`src/design/cfd_pkg.sv`:
```
// cfd_pkg: register map, field layout, reset values and state codes of the card frame decoder.
// assumes a 100 MHz clk and 32-bit avalon-mm registers, one word each.
// Operation
// - frames arrive over wiegand data lines or a magnetic clock and data pair
// - expected bit count 0..255 is held and compared with every frame
// - facility code is taken from a start to an end bit index, defaults 1 and 8
// - card number is taken from a start to an end bit index, defaults 9 and 24
// - results are delivered 16 or 32 bits wide, 32 is the safe choice
// - four independent parity blocks are checked over each frame
// - each block has a parity bit position, 255 disables the block
// - each block has a start index of its covered bits, 255 disables it
// - each block has an end index of its covered bits, 255 disables it
// - each block is checked as even or odd parity
// - four positions must read one, 255 disables a position
// - four positions must read zero, 255 disables a position
// - one layout exists and is shared by every frame decoded
package cfd_pkg;
    localparam logic [7:0] OFS_CTRL = 8'h00;
    localparam logic [7:0] OFS_LEN = 8'h04;
    localparam logic [7:0] OFS_FAC = 8'h08;
    localparam logic [7:0] OFS_CARD = 8'h0C;
    localparam logic [7:0] OFS_PAR0 = 8'h10;
    localparam logic [7:0] OFS_SET = 8'h20;
    localparam logic [7:0] OFS_CLR = 8'h24;
    localparam logic [7:0] OFS_STAT = 8'h28;
    localparam logic [7:0] OFS_CNT = 8'h2C;
    localparam logic [7:0] OFS_FACV = 8'h30;
    localparam logic [7:0] OFS_CARDV = 8'h34;
    localparam int CTRL_MAG_BIT = 0;
    localparam int CTRL_W32_BIT = 1;
    localparam int CTRL_EN_BIT = 2;
    localparam logic [2:0] RST_CTRL = 3'h2;
    localparam logic [7:0] RST_LEN = 8'h1A;
    localparam logic [15:0] RST_FAC = 16'h0801;
    localparam logic [15:0] RST_CARD = 16'h1809;
    localparam int RNG_START_LSB = 0;
    localparam int RNG_END_LSB = 8;
    localparam int PAR_LOC_LSB = 0;
    localparam int PAR_START_LSB = 8;
    localparam int PAR_END_LSB = 16;
    localparam int PAR_ODD_BIT = 24;
    localparam logic [24:0] RST_PAR = 25'h0FFFFFF;
    localparam logic [31:0] RST_POS = 32'hFFFF_FFFF;
    localparam logic [7:0] POS_NONE = 8'hFF;
    localparam int ST_LEN_BIT = 0;
    localparam int ST_SET_BIT = 1;
    localparam int ST_CLR_BIT = 2;
    localparam int ST_OK_BIT = 3;
    localparam int ST_PAR_LSB = 4;
    localparam int NUM_BLK = 4;
    localparam int CLK_MHZ = 100;
    localparam int GAP_US = 2000;
    localparam int GAP_CYC = GAP_US * CLK_MHZ;
    typedef enum logic [2:0] {
        ST_RX = 3'b001,
        ST_WALK = 3'b010,
        ST_DONE = 3'b100
    } cfd_state_type;
endpackage : cfd_pkg

```
`src/design/cfd_bit_if.sv`:
```
// cfd_bit_if: received bit strobe and end of frame from the line receiver.
// assumes both ends on the same clk.
`timescale 1ns/1ps
interface cfd_bit_if;
    logic stb;
    logic val;
    logic fend;
    modport src (output stb, output val, output fend);
    modport dst (input stb, input val, input fend);
endinterface : cfd_bit_if

```
`src/design/cfd_decoder.sv`:
```
// cfd_decoder: custom card frame decoder with avalon-mm configuration registers.
// assumes one 100 MHz clk, a reader on the pins and an avalon-mm master.
`timescale 1ns/1ps
module cfd_decoder #(
    parameter int GAP_CYC = cfd_pkg::GAP_CYC
) (
    input wire logic clk,
    input wire logic rst,
    input wire logic [7:0] avs_address,
    input wire logic avs_read,
    input wire logic avs_write,
    input wire logic [31:0] avs_writedata,
    input wire logic [3:0] avs_byteenable,
    output logic [31:0] avs_readdata,
    output logic avs_waitrequest,
    input wire logic wg_d0_n,
    input wire logic wg_d1_n,
    input wire logic mag_clk_n,
    input wire logic mag_data_n,
    output logic [31:0] fac_code,
    output logic [31:0] card_num,
    output logic card_valid,
    output logic frame_error
);
    if (GAP_CYC < 2)
    begin : g_chk
        $error("cfd_decoder: GAP_CYC must be at least 2");
    end

    typedef struct packed {
        cfd_pkg::cfd_state_type st;
        logic wait_req;
        logic [31:0] rdata;
        logic [2:0] ctrl;
        logic [7:0] len;
        logic [15:0] fac_rng;
        logic [15:0] card_rng;
        logic [3:0][24:0] par;
        logic [31:0] setp;
        logic [31:0] clrp;
        logic [7:0] stat;
        logic [8:0] last_cnt;
        logic [8:0] cnt;
        logic [8:0] idx;
        logic [7:0] pos;
        logic pend;
        logic [31:0] fac_acc;
        logic [31:0] card_acc;
        logic [3:0] pacc;
        logic [3:0] pbit;
        logic set_err;
        logic clr_err;
        logic [31:0] fac_out;
        logic [31:0] card_out;
        logic valid;
        logic err;
    } cfd_main_type;

    cfd_main_type s;
    cfd_main_type n;
    cfd_bit_if bits();
    logic mem_we;
    logic mem_rdata;
    logic req;
    logic fac_in;
    logic card_in;
    logic len_err;
    logic frame_ok;
    logic [3:0] par_in;
    logic [3:0] par_at;
    logic [3:0] par_fail;
    logic [3:0] set_hit;
    logic [3:0] clr_hit;
    logic [31:0] wr_word;

    function automatic logic [31:0] be_merge(input logic [31:0] old, input logic [31:0] wd,
                                              input logic [3:0] be);
        logic [31:0] r;
        r = old;
        for (int i = 0; i < 4; i++)
        begin
            if (be[i])
            begin
                r[8*i +: 8] = wd[8*i +: 8];
            end
        end
        return r;
    endfunction : be_merge

    function automatic logic [31:0] rd_word(input cfd_main_type st, input logic [7:0] a);
        logic [31:0] r;
        r = 32'h0000_0000;
        case (a)
            cfd_pkg::OFS_CTRL: r = {29'h0, st.ctrl};
            cfd_pkg::OFS_LEN: r = {24'h0, st.len};
            cfd_pkg::OFS_FAC: r = {16'h0, st.fac_rng};
            cfd_pkg::OFS_CARD: r = {16'h0, st.card_rng};
            cfd_pkg::OFS_SET: r = st.setp;
            cfd_pkg::OFS_CLR: r = st.clrp;
            cfd_pkg::OFS_STAT: r = {24'h0, st.stat};
            cfd_pkg::OFS_CNT: r = {23'h0, st.last_cnt};
            cfd_pkg::OFS_FACV: r = st.fac_out;
            cfd_pkg::OFS_CARDV: r = st.card_out;
            default: r = 32'h0000_0000;
        endcase
        for (int k = 0; k < cfd_pkg::NUM_BLK; k++)
        begin
            if (a == cfd_pkg::OFS_PAR0 + 8'(4 * k))
            begin
                r = {7'h0, st.par[k]};
            end
        end
        return r;
    endfunction : rd_word

    cfd_rx #(
        .GAP_CYC(GAP_CYC)
    ) u_rx (
        .clk(clk),
        .rst(rst),
        .mag_mode(s.ctrl[cfd_pkg::CTRL_MAG_BIT]),
        .wg_d0_n(wg_d0_n),
        .wg_d1_n(wg_d1_n),
        .mag_clk_n(mag_clk_n),
        .mag_data_n(mag_data_n),
        .link(bits)
    );

    cfd_frame_mem #(
        .AW(8)
    ) u_mem (
        .clk(clk),
        .we(mem_we),
        .waddr(s.cnt[7:0]),
        .wdata(bits.val),
        .raddr(s.idx[7:0]),
        .rdata(mem_rdata)
    );

    // bits past 256 are dropped; such a frame fails the count check anyway
    assign mem_we = (s.st == cfd_pkg::ST_RX) && bits.stb && s.ctrl[cfd_pkg::CTRL_EN_BIT]
                    && (s.cnt != 9'h100);
    assign req = avs_read | avs_write;
    // lane merge against the current contents, shared by every writable register except the status clear
    assign wr_word = be_merge(rd_word(s, avs_address), avs_writedata, avs_byteenable);
    assign fac_in = (s.pos >= s.fac_rng[cfd_pkg::RNG_START_LSB +: 8])
                    && (s.pos <= s.fac_rng[cfd_pkg::RNG_END_LSB +: 8]);
    assign card_in = (s.pos >= s.card_rng[cfd_pkg::RNG_START_LSB +: 8])
                     && (s.pos <= s.card_rng[cfd_pkg::RNG_END_LSB +: 8]);
    assign len_err = s.cnt != {1'b0, s.len};
    assign frame_ok = !len_err && (par_fail == 4'h0) && !s.set_err && !s.clr_err;

    for (genvar g = 0; g < cfd_pkg::NUM_BLK; g++)
    begin : g_blk
        logic [7:0] loc;
        logic [7:0] pst;
        logic [7:0] pen;
        assign loc = s.par[g][cfd_pkg::PAR_LOC_LSB +: 8];
        assign pst = s.par[g][cfd_pkg::PAR_START_LSB +: 8];
        assign pen = s.par[g][cfd_pkg::PAR_END_LSB +: 8];
        assign par_in[g] = (s.pos >= pst) && (s.pos <= pen);
        assign par_at[g] = s.pos == loc;
        // even: block plus parity bit holds an even count of ones
        assign par_fail[g] = (loc != cfd_pkg::POS_NONE) && (pst != cfd_pkg::POS_NONE)
                             && (pen != cfd_pkg::POS_NONE)
                             && ((s.pacc[g] ^ s.pbit[g]) != s.par[g][cfd_pkg::PAR_ODD_BIT]);
        assign set_hit[g] = (s.setp[8*g +: 8] != cfd_pkg::POS_NONE)
                            && (s.pos == s.setp[8*g +: 8]);
        assign clr_hit[g] = (s.clrp[8*g +: 8] != cfd_pkg::POS_NONE)
                            && (s.pos == s.clrp[8*g +: 8]);
    end

    always_comb
    begin
        n = s;
        n.valid = 1'b0;
        n.err = 1'b0;
        n.wait_req = ~(req & s.wait_req);
        if (req && s.wait_req)
        begin
            n.rdata = rd_word(s, avs_address);
        end
        // one register set, shared by every frame whatever the line type
        if (avs_write && !s.wait_req)
        begin
            case (avs_address)
                cfd_pkg::OFS_CTRL:
                    n.ctrl = wr_word[2:0];
                cfd_pkg::OFS_LEN:
                    n.len = wr_word[7:0];
                cfd_pkg::OFS_FAC:
                    n.fac_rng = wr_word[15:0];
                cfd_pkg::OFS_CARD:
                    n.card_rng = wr_word[15:0];
                cfd_pkg::OFS_SET:
                    n.setp = wr_word;
                cfd_pkg::OFS_CLR:
                    n.clrp = wr_word;
                cfd_pkg::OFS_STAT:
                    n.stat = s.stat & ~(avs_writedata[7:0] & {8{avs_byteenable[0]}});
                default:
                    n.ctrl = s.ctrl;
            endcase
            for (int k = 0; k < cfd_pkg::NUM_BLK; k++)
            begin
                if (avs_address == cfd_pkg::OFS_PAR0 + 8'(4 * k))
                begin
                    n.par[k] = wr_word[24:0];
                end
            end
        end
        unique case (s.st)
            cfd_pkg::ST_RX:
            begin
                // frames arriving before software enables the layout are ignored
                if (mem_we)
                begin
                    n.cnt = s.cnt + 9'h001;
                end
                if (bits.fend && (s.cnt != 9'h000))
                begin
                    n.st = cfd_pkg::ST_WALK;
                    n.idx = 9'h000;
                    n.pend = 1'b0;
                    n.fac_acc = 32'h0000_0000;
                    n.card_acc = 32'h0000_0000;
                    n.pacc = 4'h0;
                    n.pbit = 4'h0;
                    n.set_err = 1'b0;
                    n.clr_err = 1'b0;
                end
            end
            cfd_pkg::ST_WALK:
            begin
                if (s.pend)
                begin
                    if (fac_in)
                    begin
                        n.fac_acc = {s.fac_acc[30:0], mem_rdata};
                    end
                    if (card_in)
                    begin
                        n.card_acc = {s.card_acc[30:0], mem_rdata};
                    end
                    for (int k = 0; k < cfd_pkg::NUM_BLK; k++)
                    begin
                        if (par_in[k])
                        begin
                            n.pacc[k] = s.pacc[k] ^ mem_rdata;
                        end
                        if (par_at[k])
                        begin
                            n.pbit[k] = mem_rdata;
                        end
                    end
                    // a position beyond the frame end is never checked
                    if ((set_hit != 4'h0) && !mem_rdata)
                    begin
                        n.set_err = 1'b1;
                    end
                    if ((clr_hit != 4'h0) && mem_rdata)
                    begin
                        n.clr_err = 1'b1;
                    end
                end
                if (s.idx < s.cnt)
                begin
                    n.pos = s.idx[7:0];
                    n.idx = s.idx + 9'h001;
                    n.pend = 1'b1;
                end
                else
                begin
                    n.pend = 1'b0;
                    n.st = cfd_pkg::ST_DONE;
                end
            end
            cfd_pkg::ST_DONE:
            begin
                // set after the bus clear above, so a new event beats a clear
                n.stat = n.stat | {par_fail, frame_ok, s.clr_err, s.set_err, len_err};
                n.last_cnt = s.cnt;
                n.cnt = 9'h000;
                n.st = cfd_pkg::ST_RX;
                if (frame_ok)
                begin
                    n.valid = 1'b1;
                    if (s.ctrl[cfd_pkg::CTRL_W32_BIT])
                    begin
                        n.fac_out = s.fac_acc;
                        n.card_out = s.card_acc;
                    end
                    else
                    begin
                        n.fac_out = {16'h0000, s.fac_acc[15:0]};
                        n.card_out = {16'h0000, s.card_acc[15:0]};
                    end
                end
                else
                begin
                    n.err = 1'b1;
                end
            end
        endcase
    end

    always_ff @(posedge clk or posedge rst)
    begin
        if (rst)
        begin
            s <= '{st: cfd_pkg::ST_RX, wait_req: 1'b1, ctrl: cfd_pkg::RST_CTRL,
                   len: cfd_pkg::RST_LEN, fac_rng: cfd_pkg::RST_FAC,
                   card_rng: cfd_pkg::RST_CARD, par: {4{cfd_pkg::RST_PAR}},
                   setp: cfd_pkg::RST_POS, clrp: cfd_pkg::RST_POS, default: '0};
        end
        else
        begin
            s <= n;
        end
    end

    assign avs_readdata = s.rdata;
    assign avs_waitrequest = s.wait_req;
    assign fac_code = s.fac_out;
    assign card_num = s.card_out;
    assign card_valid = s.valid;
    assign frame_error = s.err;
endmodule : cfd_decoder

```
`src/design/cfd_frame_mem.sv`:
```
// cfd_frame_mem: one bit per received frame position, registered read.
// assumes writes and reads on the same clk.
`timescale 1ns/1ps
module cfd_frame_mem #(
    parameter int AW = 8
) (
    input wire logic clk,
    input wire logic we,
    input wire logic [AW-1:0] waddr,
    input wire logic wdata,
    input wire logic [AW-1:0] raddr,
    output logic rdata
);
    logic mem [0:(1<<AW)-1];

    always_ff @(posedge clk)
    begin
        if (we)
        begin
            mem[waddr] <= wdata;
        end
        rdata <= mem[raddr];
    end
endmodule : cfd_frame_mem

```
`src/design/cfd_rx.sv`:
```
// cfd_rx: line receiver, wiegand or magnetic, with inter-bit gap frame end.
// assumes idle-high active-low pins from outside the clk domain.
`timescale 1ns/1ps
module cfd_rx #(
    parameter int GAP_CYC = cfd_pkg::GAP_CYC
) (
    input wire logic clk,
    input wire logic rst,
    input wire logic mag_mode,
    input wire logic wg_d0_n,
    input wire logic wg_d1_n,
    input wire logic mag_clk_n,
    input wire logic mag_data_n,
    cfd_bit_if.src link
);
    localparam int GW = $clog2(GAP_CYC + 1);
    typedef struct packed {
        logic [3:0] s1;
        logic [3:0] s2;
        logic [3:0] prev;
        logic [GW-1:0] gap;
        logic seen;
        logic stb;
        logic val;
        logic fend;
    } cfd_rx_type;
    cfd_rx_type s;
    cfd_rx_type n;
    logic [3:0] fall;

    assign fall = s.prev & ~s.s2;
    assign link.stb = s.stb;
    assign link.val = s.val;
    assign link.fend = s.fend;

    always_comb
    begin
        n = s;
        n.s1 = {mag_data_n, mag_clk_n, wg_d1_n, wg_d0_n};
        n.s2 = s.s1;
        n.prev = s.s2;
        n.stb = 1'b0;
        n.fend = 1'b0;
        // both wiegand lines falling together is a glitch, not a bit
        if (!mag_mode && (fall[0] ^ fall[1]))
        begin
            n.stb = 1'b1;
            n.val = fall[1];
        end
        if (mag_mode && fall[2])
        begin
            n.stb = 1'b1;
            n.val = ~s.s2[3];
        end
        if (n.stb)
        begin
            n.gap = '0;
            n.seen = 1'b1;
        end
        else if (s.seen)
        begin
            if (s.gap == GW'(GAP_CYC - 1))
            begin
                n.fend = 1'b1;
                n.seen = 1'b0;
                n.gap = '0;
            end
            else
            begin
                n.gap = s.gap + GW'(1);
            end
        end
    end

    always_ff @(posedge clk or posedge rst)
    begin
        if (rst)
        begin
            s <= '{s1: 4'hF, s2: 4'hF, prev: 4'hF, default: '0};
        end
        else
        begin
            s <= n;
        end
    end
endmodule : cfd_rx

```
`config.mk`:
```
export PLATFORM = sky130hd
export DESIGN_NAME = cfd_decoder
export DESIGN_NICKNAME = d
export VERILOG_FILES = /design/src/design/cfd_pkg.sv /design/src/design/cfd_bit_if.sv /design/src/design/cfd_decoder.sv /design/src/design/cfd_frame_mem.sv /design/src/design/cfd_rx.sv
export SDC_FILE = /design/constraint.sdc
export NUM_CORES = 2
export LEC_CHECK = 0
export BUFFER_PORTS_ARGS = -buffer_cell sky130_fd_sc_hd__buf_2
export CORE_MARGIN = 1
export CORE_UTILIZATION = 47
export CTS_CLUSTER_SIZE = 25
export DETAILED_ROUTE_END_ITERATION = 6
export PLACE_DENSITY_LB_ADDON = 0.12
export SLEW_MARGIN = 40
export SYNTH_ARGS = -nofsm -noshare
export SYNTH_HDL_FRONTEND = slang
export SYNTH_SLANG_ARGS = --single-unit
```
`constraint.sdc`:
```
create_clock -name clk -period 16.3 [get_ports clk]
set_input_delay 4.075 -clock clk [delete_from_list [all_inputs] [get_ports clk]]
set_output_delay 4.075 -clock clk [all_outputs]
set_load 0.02 [all_outputs]
```
Word level (Yosys, flattened, before mapping)
Memories as Yosys holds them, arrays and structs flattened. A register that Yosys moved wholly into a read port is not among the register bits.
Index checks and enable logic that the tools add are counted.
{ "word_totals": {"mem_count": 1, "reg_bits": 460, "output_inout_bits": 99, "word_cells": 289, "input_bits": 52, "mem_bits_rw": 256} }
{ "mem_list": {"columns": ["memory", "depth", "width", "rd", "rd_ports_with_merged_regs", "write_ports", "line", "text"], "rows": [
  ["u_mem.mem", 256, 1, 1, 1, 1, "cfd_frame_mem.sv:14", "logic mem [0:(1<<AW)-1];"]
]} }
{ "op_classes": {"addsub": 3, "bitwise_logic": 19, "muxes": 56, "n_lt_le_gt_ge": 13, "n_eq_ne": 72, "reduce_logical": 82} }
{ "op_table": {"columns": ["cell", "n"], "rows": [
  ["two-way mux 32 bit", 10],
  ["one-hot mux 32 bit (10 select lines)", 1],
  ["inequality test 8 bit (second input constant)", 20],
  ["one-hot mux 32 bit (5 select lines)", 1],
  ["one-hot mux 75 bit (2 select lines)", 1],
  ["== test 8 bit", 12],
  ["two-way mux 75 bit", 1],
  ["two-way mux 74 bit", 1],
  ["two-way mux 64 bit", 1],
  ["== test 8 x 6 -> 1 bit (second input constant)", 6],
  [">= comparator 8 bit", 6],
  ["<= comparator 8 bit", 6],
  ["two-way mux 8 bit", 6],
  ["AND reduction 4 bit", 12],
  ["logical AND 1 bit", 39],
  ["two-way mux 19 bit", 2],
  ["one-hot mux 9 bit (2 select lines)", 2],
  ["two-way mux 17 bit", 2],
  ["== test 8 x 5 -> 1 bit (second input constant)", 4],
  ["inequality test 2 bit (second input constant)", 16],
  ["AND reduction 2 bit", 15],
  ["two-way mux 1 bit", 19],
  ["adder 18 x 1 -> 18 bit (second input constant)", 1],
  ["adder 9 x 1 -> 9 bit (second input constant)", 2],
  ["32 further kinds", 59]
]} }

Depth between registers and ports, before layout
{ "depth": {"word_depth": 10, "depth_mapped": 13, "depth_no_buf": 9} }

By module
A second synthesis with hierarchy kept.
{ "unflattened": {"cells_unflattened": 3288, "hier_area_um2": 36381.1} }
{ "modules_own_cells": {"columns": ["mod", "area_each_um2", "n_inst", "seq_area_each_um2", "cells_each"], "rows": [
  ["cfd_decoder", 23702.7, 1, 10900.5, 2356],
  ["cfd_frame_mem", 11128.2, 1, 7707.4, 788],
  ["cfd_rx", 1550.2, 1, 839.6, 144]
]} }

Least setup slack after synthesis
No wires, ideal clock.
{ "synth_timing": {"path_kind": "input to register", "start": "input avs_address[7]", "end": "register s[297] (netlist bit)", "n_path_buf": 3, "path_slack_ns": 10.453, "cell_stages": 8, "arrival_time_ns": 5.710, "setup_time_ns": 0.136, "required_time_ns": 16.164, "path_cell_list": "or4b_1 -> buf_2 -> nor2_1 -> buf_2 -> nand2_1 -> clkbuf_1 -> nand2_1 -> o21ai_0"} }
{ "synth_via": {"elab_chain_len": 7, "word_cells_on_any_way": 16, "cone_classes": "9 x eq/ne; 6 x mux; 1 x reduce/logical"} }
{ "synth_rtl": {"columns": ["item", "line", "text"], "rows": [
  ["start, declared", "cfd_decoder.sv:9", "input wire logic [7:0] avs_address,"],
  ["== test 8 x 6 -> 1 bit (tied with other cells)", "cfd_decoder.sv:93", "case (a)"],
  ["one-hot mux 32 bit (5 select lines)", "cfd_decoder.sv:93", null],
  ["two-way mux 32 bit (4 in a row)", "cfd_decoder.sv:108", "if (a == cfd_pkg::OFS_PAR0 + 8'(4 * k))"],
  ["two-way mux 8 bit", "cfd_decoder.sv:82", "if (be[i])"],
  ["end signal, assigned", "cfd_decoder.sv:311", "s <= '{st: cfd_pkg::ST_RX, wait_req: 1'b1, ctrl: cfd_pkg::RST_CTRL,"],
  ["end signal, assigned", "cfd_decoder.sv:318", "s <= n;"],
  ["end, declared", "cfd_decoder.sv:59", "cfd_main_type s;"]
]} }
Several ways; a longest one is shown, not always the timed one.
A chain may end at the register's enable or synchronous reset.

Worst setup path in the final report
{ "layout_timing": {"start": "input avs_address[2]", "end": "register s[352] (netlist bit)"} }
{ "layout_via": {"elab_chain_len": 7, "word_cells_on_any_way": 16, "cone_classes": "9 x eq/ne; 6 x mux; 1 x reduce/logical"} }
{ "layout_rtl": {"columns": ["item", "line"], "rows": [
  ["== test 8 x 6 -> 1 bit (tied with other cells)", "cfd_decoder.sv:93"],
  ["one-hot mux 32 bit (5 select lines)", "cfd_decoder.sv:93"],
  ["two-way mux 32 bit (4 in a row)", "cfd_decoder.sv:108"],
  ["two-way mux 8 bit", "cfd_decoder.sv:82"]
]} }
Several ways; a longest one is shown, not always the timed one.

==> impl_metrics.csv <==
group,metric,value,unit
run_status,outcome,"finished with violations",
run_status,failed_checks,"design-rule violations",
grt,grt_max_degree,158,
min_path,hold_class,"flop to flop",
synthesis,syn-cell-area,0.0363,mm2
synthesis,synth_ff_type,"dfrtp_1",
die,start_util,47.7,%
finish,final_cell_mix,"nand2_1, o21ai_0, nor2_1",
clock_tree,postCtsHoldBufs,0,
clock_tree,post-cts-setup-buffer-count,0,
clock_tree,cts_tree,"done",
drt,drt-pass1-iter-count,7,
pwr,ir_drop,89.2,uV
clock_tree,h-tree-depth,3,
die,die_w,280,um
critical_path,worst-path-max-fanout,80,
critical_path,start_kind,"primary input",
synthesis,synthesis.nets,3613,
drt,antenna_left,0,
place,gp_congestion,0.939,
sta,slew_headroom,36.5,%
clock_tree,clock-root-buffer,"clkbuf_16",
die,die_h,280,um
grt,grt_use_total,28.1,%
synthesis,ys_seq_area_share,53.6,%
sta,setup_tns,0,ps
die,core-area,0.0761,mm2
critical_path,crit_family,"compound AO/OA/AOI/OAI gates",
grt,antenna_found_initial,2,
critical_path,path_cells,"buf_2 -> buf_6 -> nand2b_1 -> nor3_2 -> a22o_1 -> a2111oi_0 -> nand2_1 -> o21ai_1 -> o21ai_0",
place,dp_hpwl,74.2,mm
job,max_cap_violations,0,
drt,wl_per_cell,24.1,um
finish,instances_no_fill,4531,
synthesis,synth_edf_count,256,
die,row_count,101,
sta,finalSetupViolations,0,
sta,layout_min_cycle_time,6770,ps
pwr,power_leakage,15.3,nW
clock_tree,clk_latency,650,ps
clock_tree,ctsResizeCount,0,
sta,min_period_over_period,41.5,%
critical_path,endpoint_kind,"flop",
sta,fin_worst_skew,23.2,ps
die,design.die.area,0.0783,mm2
sta,layout_setup_ws,9530,ps
sta,maxSlewViolCount,0,
finish,layout-drive-gt1-share,19.5,%
pwr,p_per_area,99.5,mW/mm2
critical_path,path_class,"primary input to flop",
critical_path,crit_required,16780,ps
drt,routed_wl,109,mm
critical_path,cp_num_buf_inv,2,
synthesis,ys_ff_latch,717,
grt,overflow,0,
die,io-pin-count,151,
synthesis,async_flop_share,64.2,%
clock_tree,cts_buffers,79,
sta,tightest_slew,940,ps
clock_tree,numClockSinks,717,
finish,fin_nets,3594,
place,dpl.cell_count,4380,
critical_path,cpPeakStageDelay,620,ps
grt,grt_pass1_wl,166,mm
synthesis,syn-instance-count,3451,
place,dp_slack,8980,ps
sta,grt_setup_unrepaired,"no",
synthesis,postSynthAreaPerCell,10.5,um2
clock_tree,path_clk_slew,60,ps
pwr,total_power,3.99,mW
critical_path,cp_slowest_cell,"nand2b_1",
drt,vias,26500,
sta,final_hold_viol_count,0,
drt,via_per_inst,5.85,
finish,area_delta_synth_final,10.6,%
synthesis,yosys_warnings,0,
drt,drt-initial-drc-count,2173,
clock_tree,cts_buffer_depth,3,
place,io_buffers,150,
sta,max_clock_freq,148,MHz
synthesis,ys_types,78,
finish,layout_commonest_cell,"nand2_1",
drt,drcViolationCount,5,
finish,final_util,52.7,%
grt,grt_pass1_vias,26500,
critical_path,cp.arrival,7250,ps
-- logic make-up (layout without fill, tap and decap cells) --
group	Yosys count	after routing	share of synthesized area, %
other cells	0	2	0
xor+xnor	119	119	2.87
compound gates	701	701	11.9
mux	216	216	7.86
simple gates	1115	1115	13.7
fa+ha+maj	111	111	3.82
buf+inv	472	520	6.24
flops	717	717	53.6
-- power by group --
group / internal (mW) / switching (mW)
Sequential: 1.91 / 0.0240
Clock: 1.11 / 0.771
Combinational: 0.0439 / 0.128
-- Yosys cell counts, drive strengths merged (6+ instances only) --
cell type	n	area, um2
a21o	24	180
xor2	25	219
o21a	10	75.1
a2111oi	13	114
ha	110	1380
nand3b	6	45.0
nor4	17	106
nand2	467	1760
a211oi	21	158
nor3	25	159
or3	6	37.5
o311ai	6	52.6
xnor2	94	823
mux2	70	788
mux2i	98	981
edfxtp	256	7690
dfrtp	277	6930
nor2	330	1240
nand4	60	390
clkbuf	113	424
mux4	48	1080
and3	24	155
nand3	112	571
o22ai	14	100
nor2b	18	113
a21oi	48	240
dfstp	183	4810
o31ai	12	90.1
or4	8	63.8
a31oi	6	37.5
and2	6	37.5
nand2b	12	75.1
a22oi	84	631
buf	186	1190
o21bai	8	60.1
inv	173	649
a22o	30	263
a221oi	11	96.3
o21ai	378	1890
-- layout make-up --
cell class              instances  area, um2
clock inverters                35        479
flip-flops and latches        717      19500
fillers                      6794      36000
clock buffers                 113       2280
well taps                    1030       1290
inverters                     173        653
multi-input cells            2262      14700
diodes                          2       5.00
repair buffers                199       1250
-- worst register-to-register path: cells and delay by family, from the launching register on --
kind / cells / cell delay [ps]
buf+inv: 2 / 1130
compound gates: 4 / 860
simple gates: 2 / 810
fa+ha+maj: 1 / 580
flops: 1 / 320
mux: 1 / 310
-- sequential cells by signal, summed over array words and instances, names as in the netlist --
signal / flops
card_num: 32
u_rx.link.stb: 1
frame_error: 1
s: 232
fac_code: 32
avs_waitrequest: 1
g_blk.pen: 32
card_valid: 1
u_rx.n: 8
u_mem.mem: 256
avs_readdata: 32
u_rx.s: 22
u_rx.link.val: 1
g_blk.pst: 32
u_rx.link.fend: 1
g_blk.loc: 32
u_mem.rdata: 1
-- path summary, 6_finish.rpt --
check                                     startpoint                        end  slack [ps]  cells past startpoint
max in group asynchronous                        rst  u_rx.link.val$_DFFE_PP0P_       10490                      6
worst max register to register    s[141]$_DFFE_PP0P_         s[122]$_DFFE_PP0P_       12220                     10
worst max-delay path                  avs_address[2]         s[352]$_DFFE_PP0P_        9530                      9
worst min register to register  u_rx.n[26]$_DFF_PP1_       u_rx.n[22]$_DFF_PP1_         350                      0
min in group asynchronous                        rst          s[72]$_DFFE_PP0P_        3470                      2
worst min-delay path            u_rx.n[26]$_DFF_PP1_       u_rx.n[22]$_DFF_PP1_         350                      0
-- metrics by stage --
stage	hold slack, ps	area [um2]
2_1_floorplan	345	36300
3_3_place_gp	347	37100
3_5_place_dp	347	37300
4_1_cts	355	40100
5_1_grt	357	40100
6_report	355	40100
-- metal layers --
layer | track usage [%] | wire length [um]
met2 | 47.7 | 54100
met3 | 3.35 | 5220
met4 | 13.5 | 5410
met5 | 0 | 0
met1 | 35.8 | 44300
No activity file was read; power rests on OpenSTA's default activity.
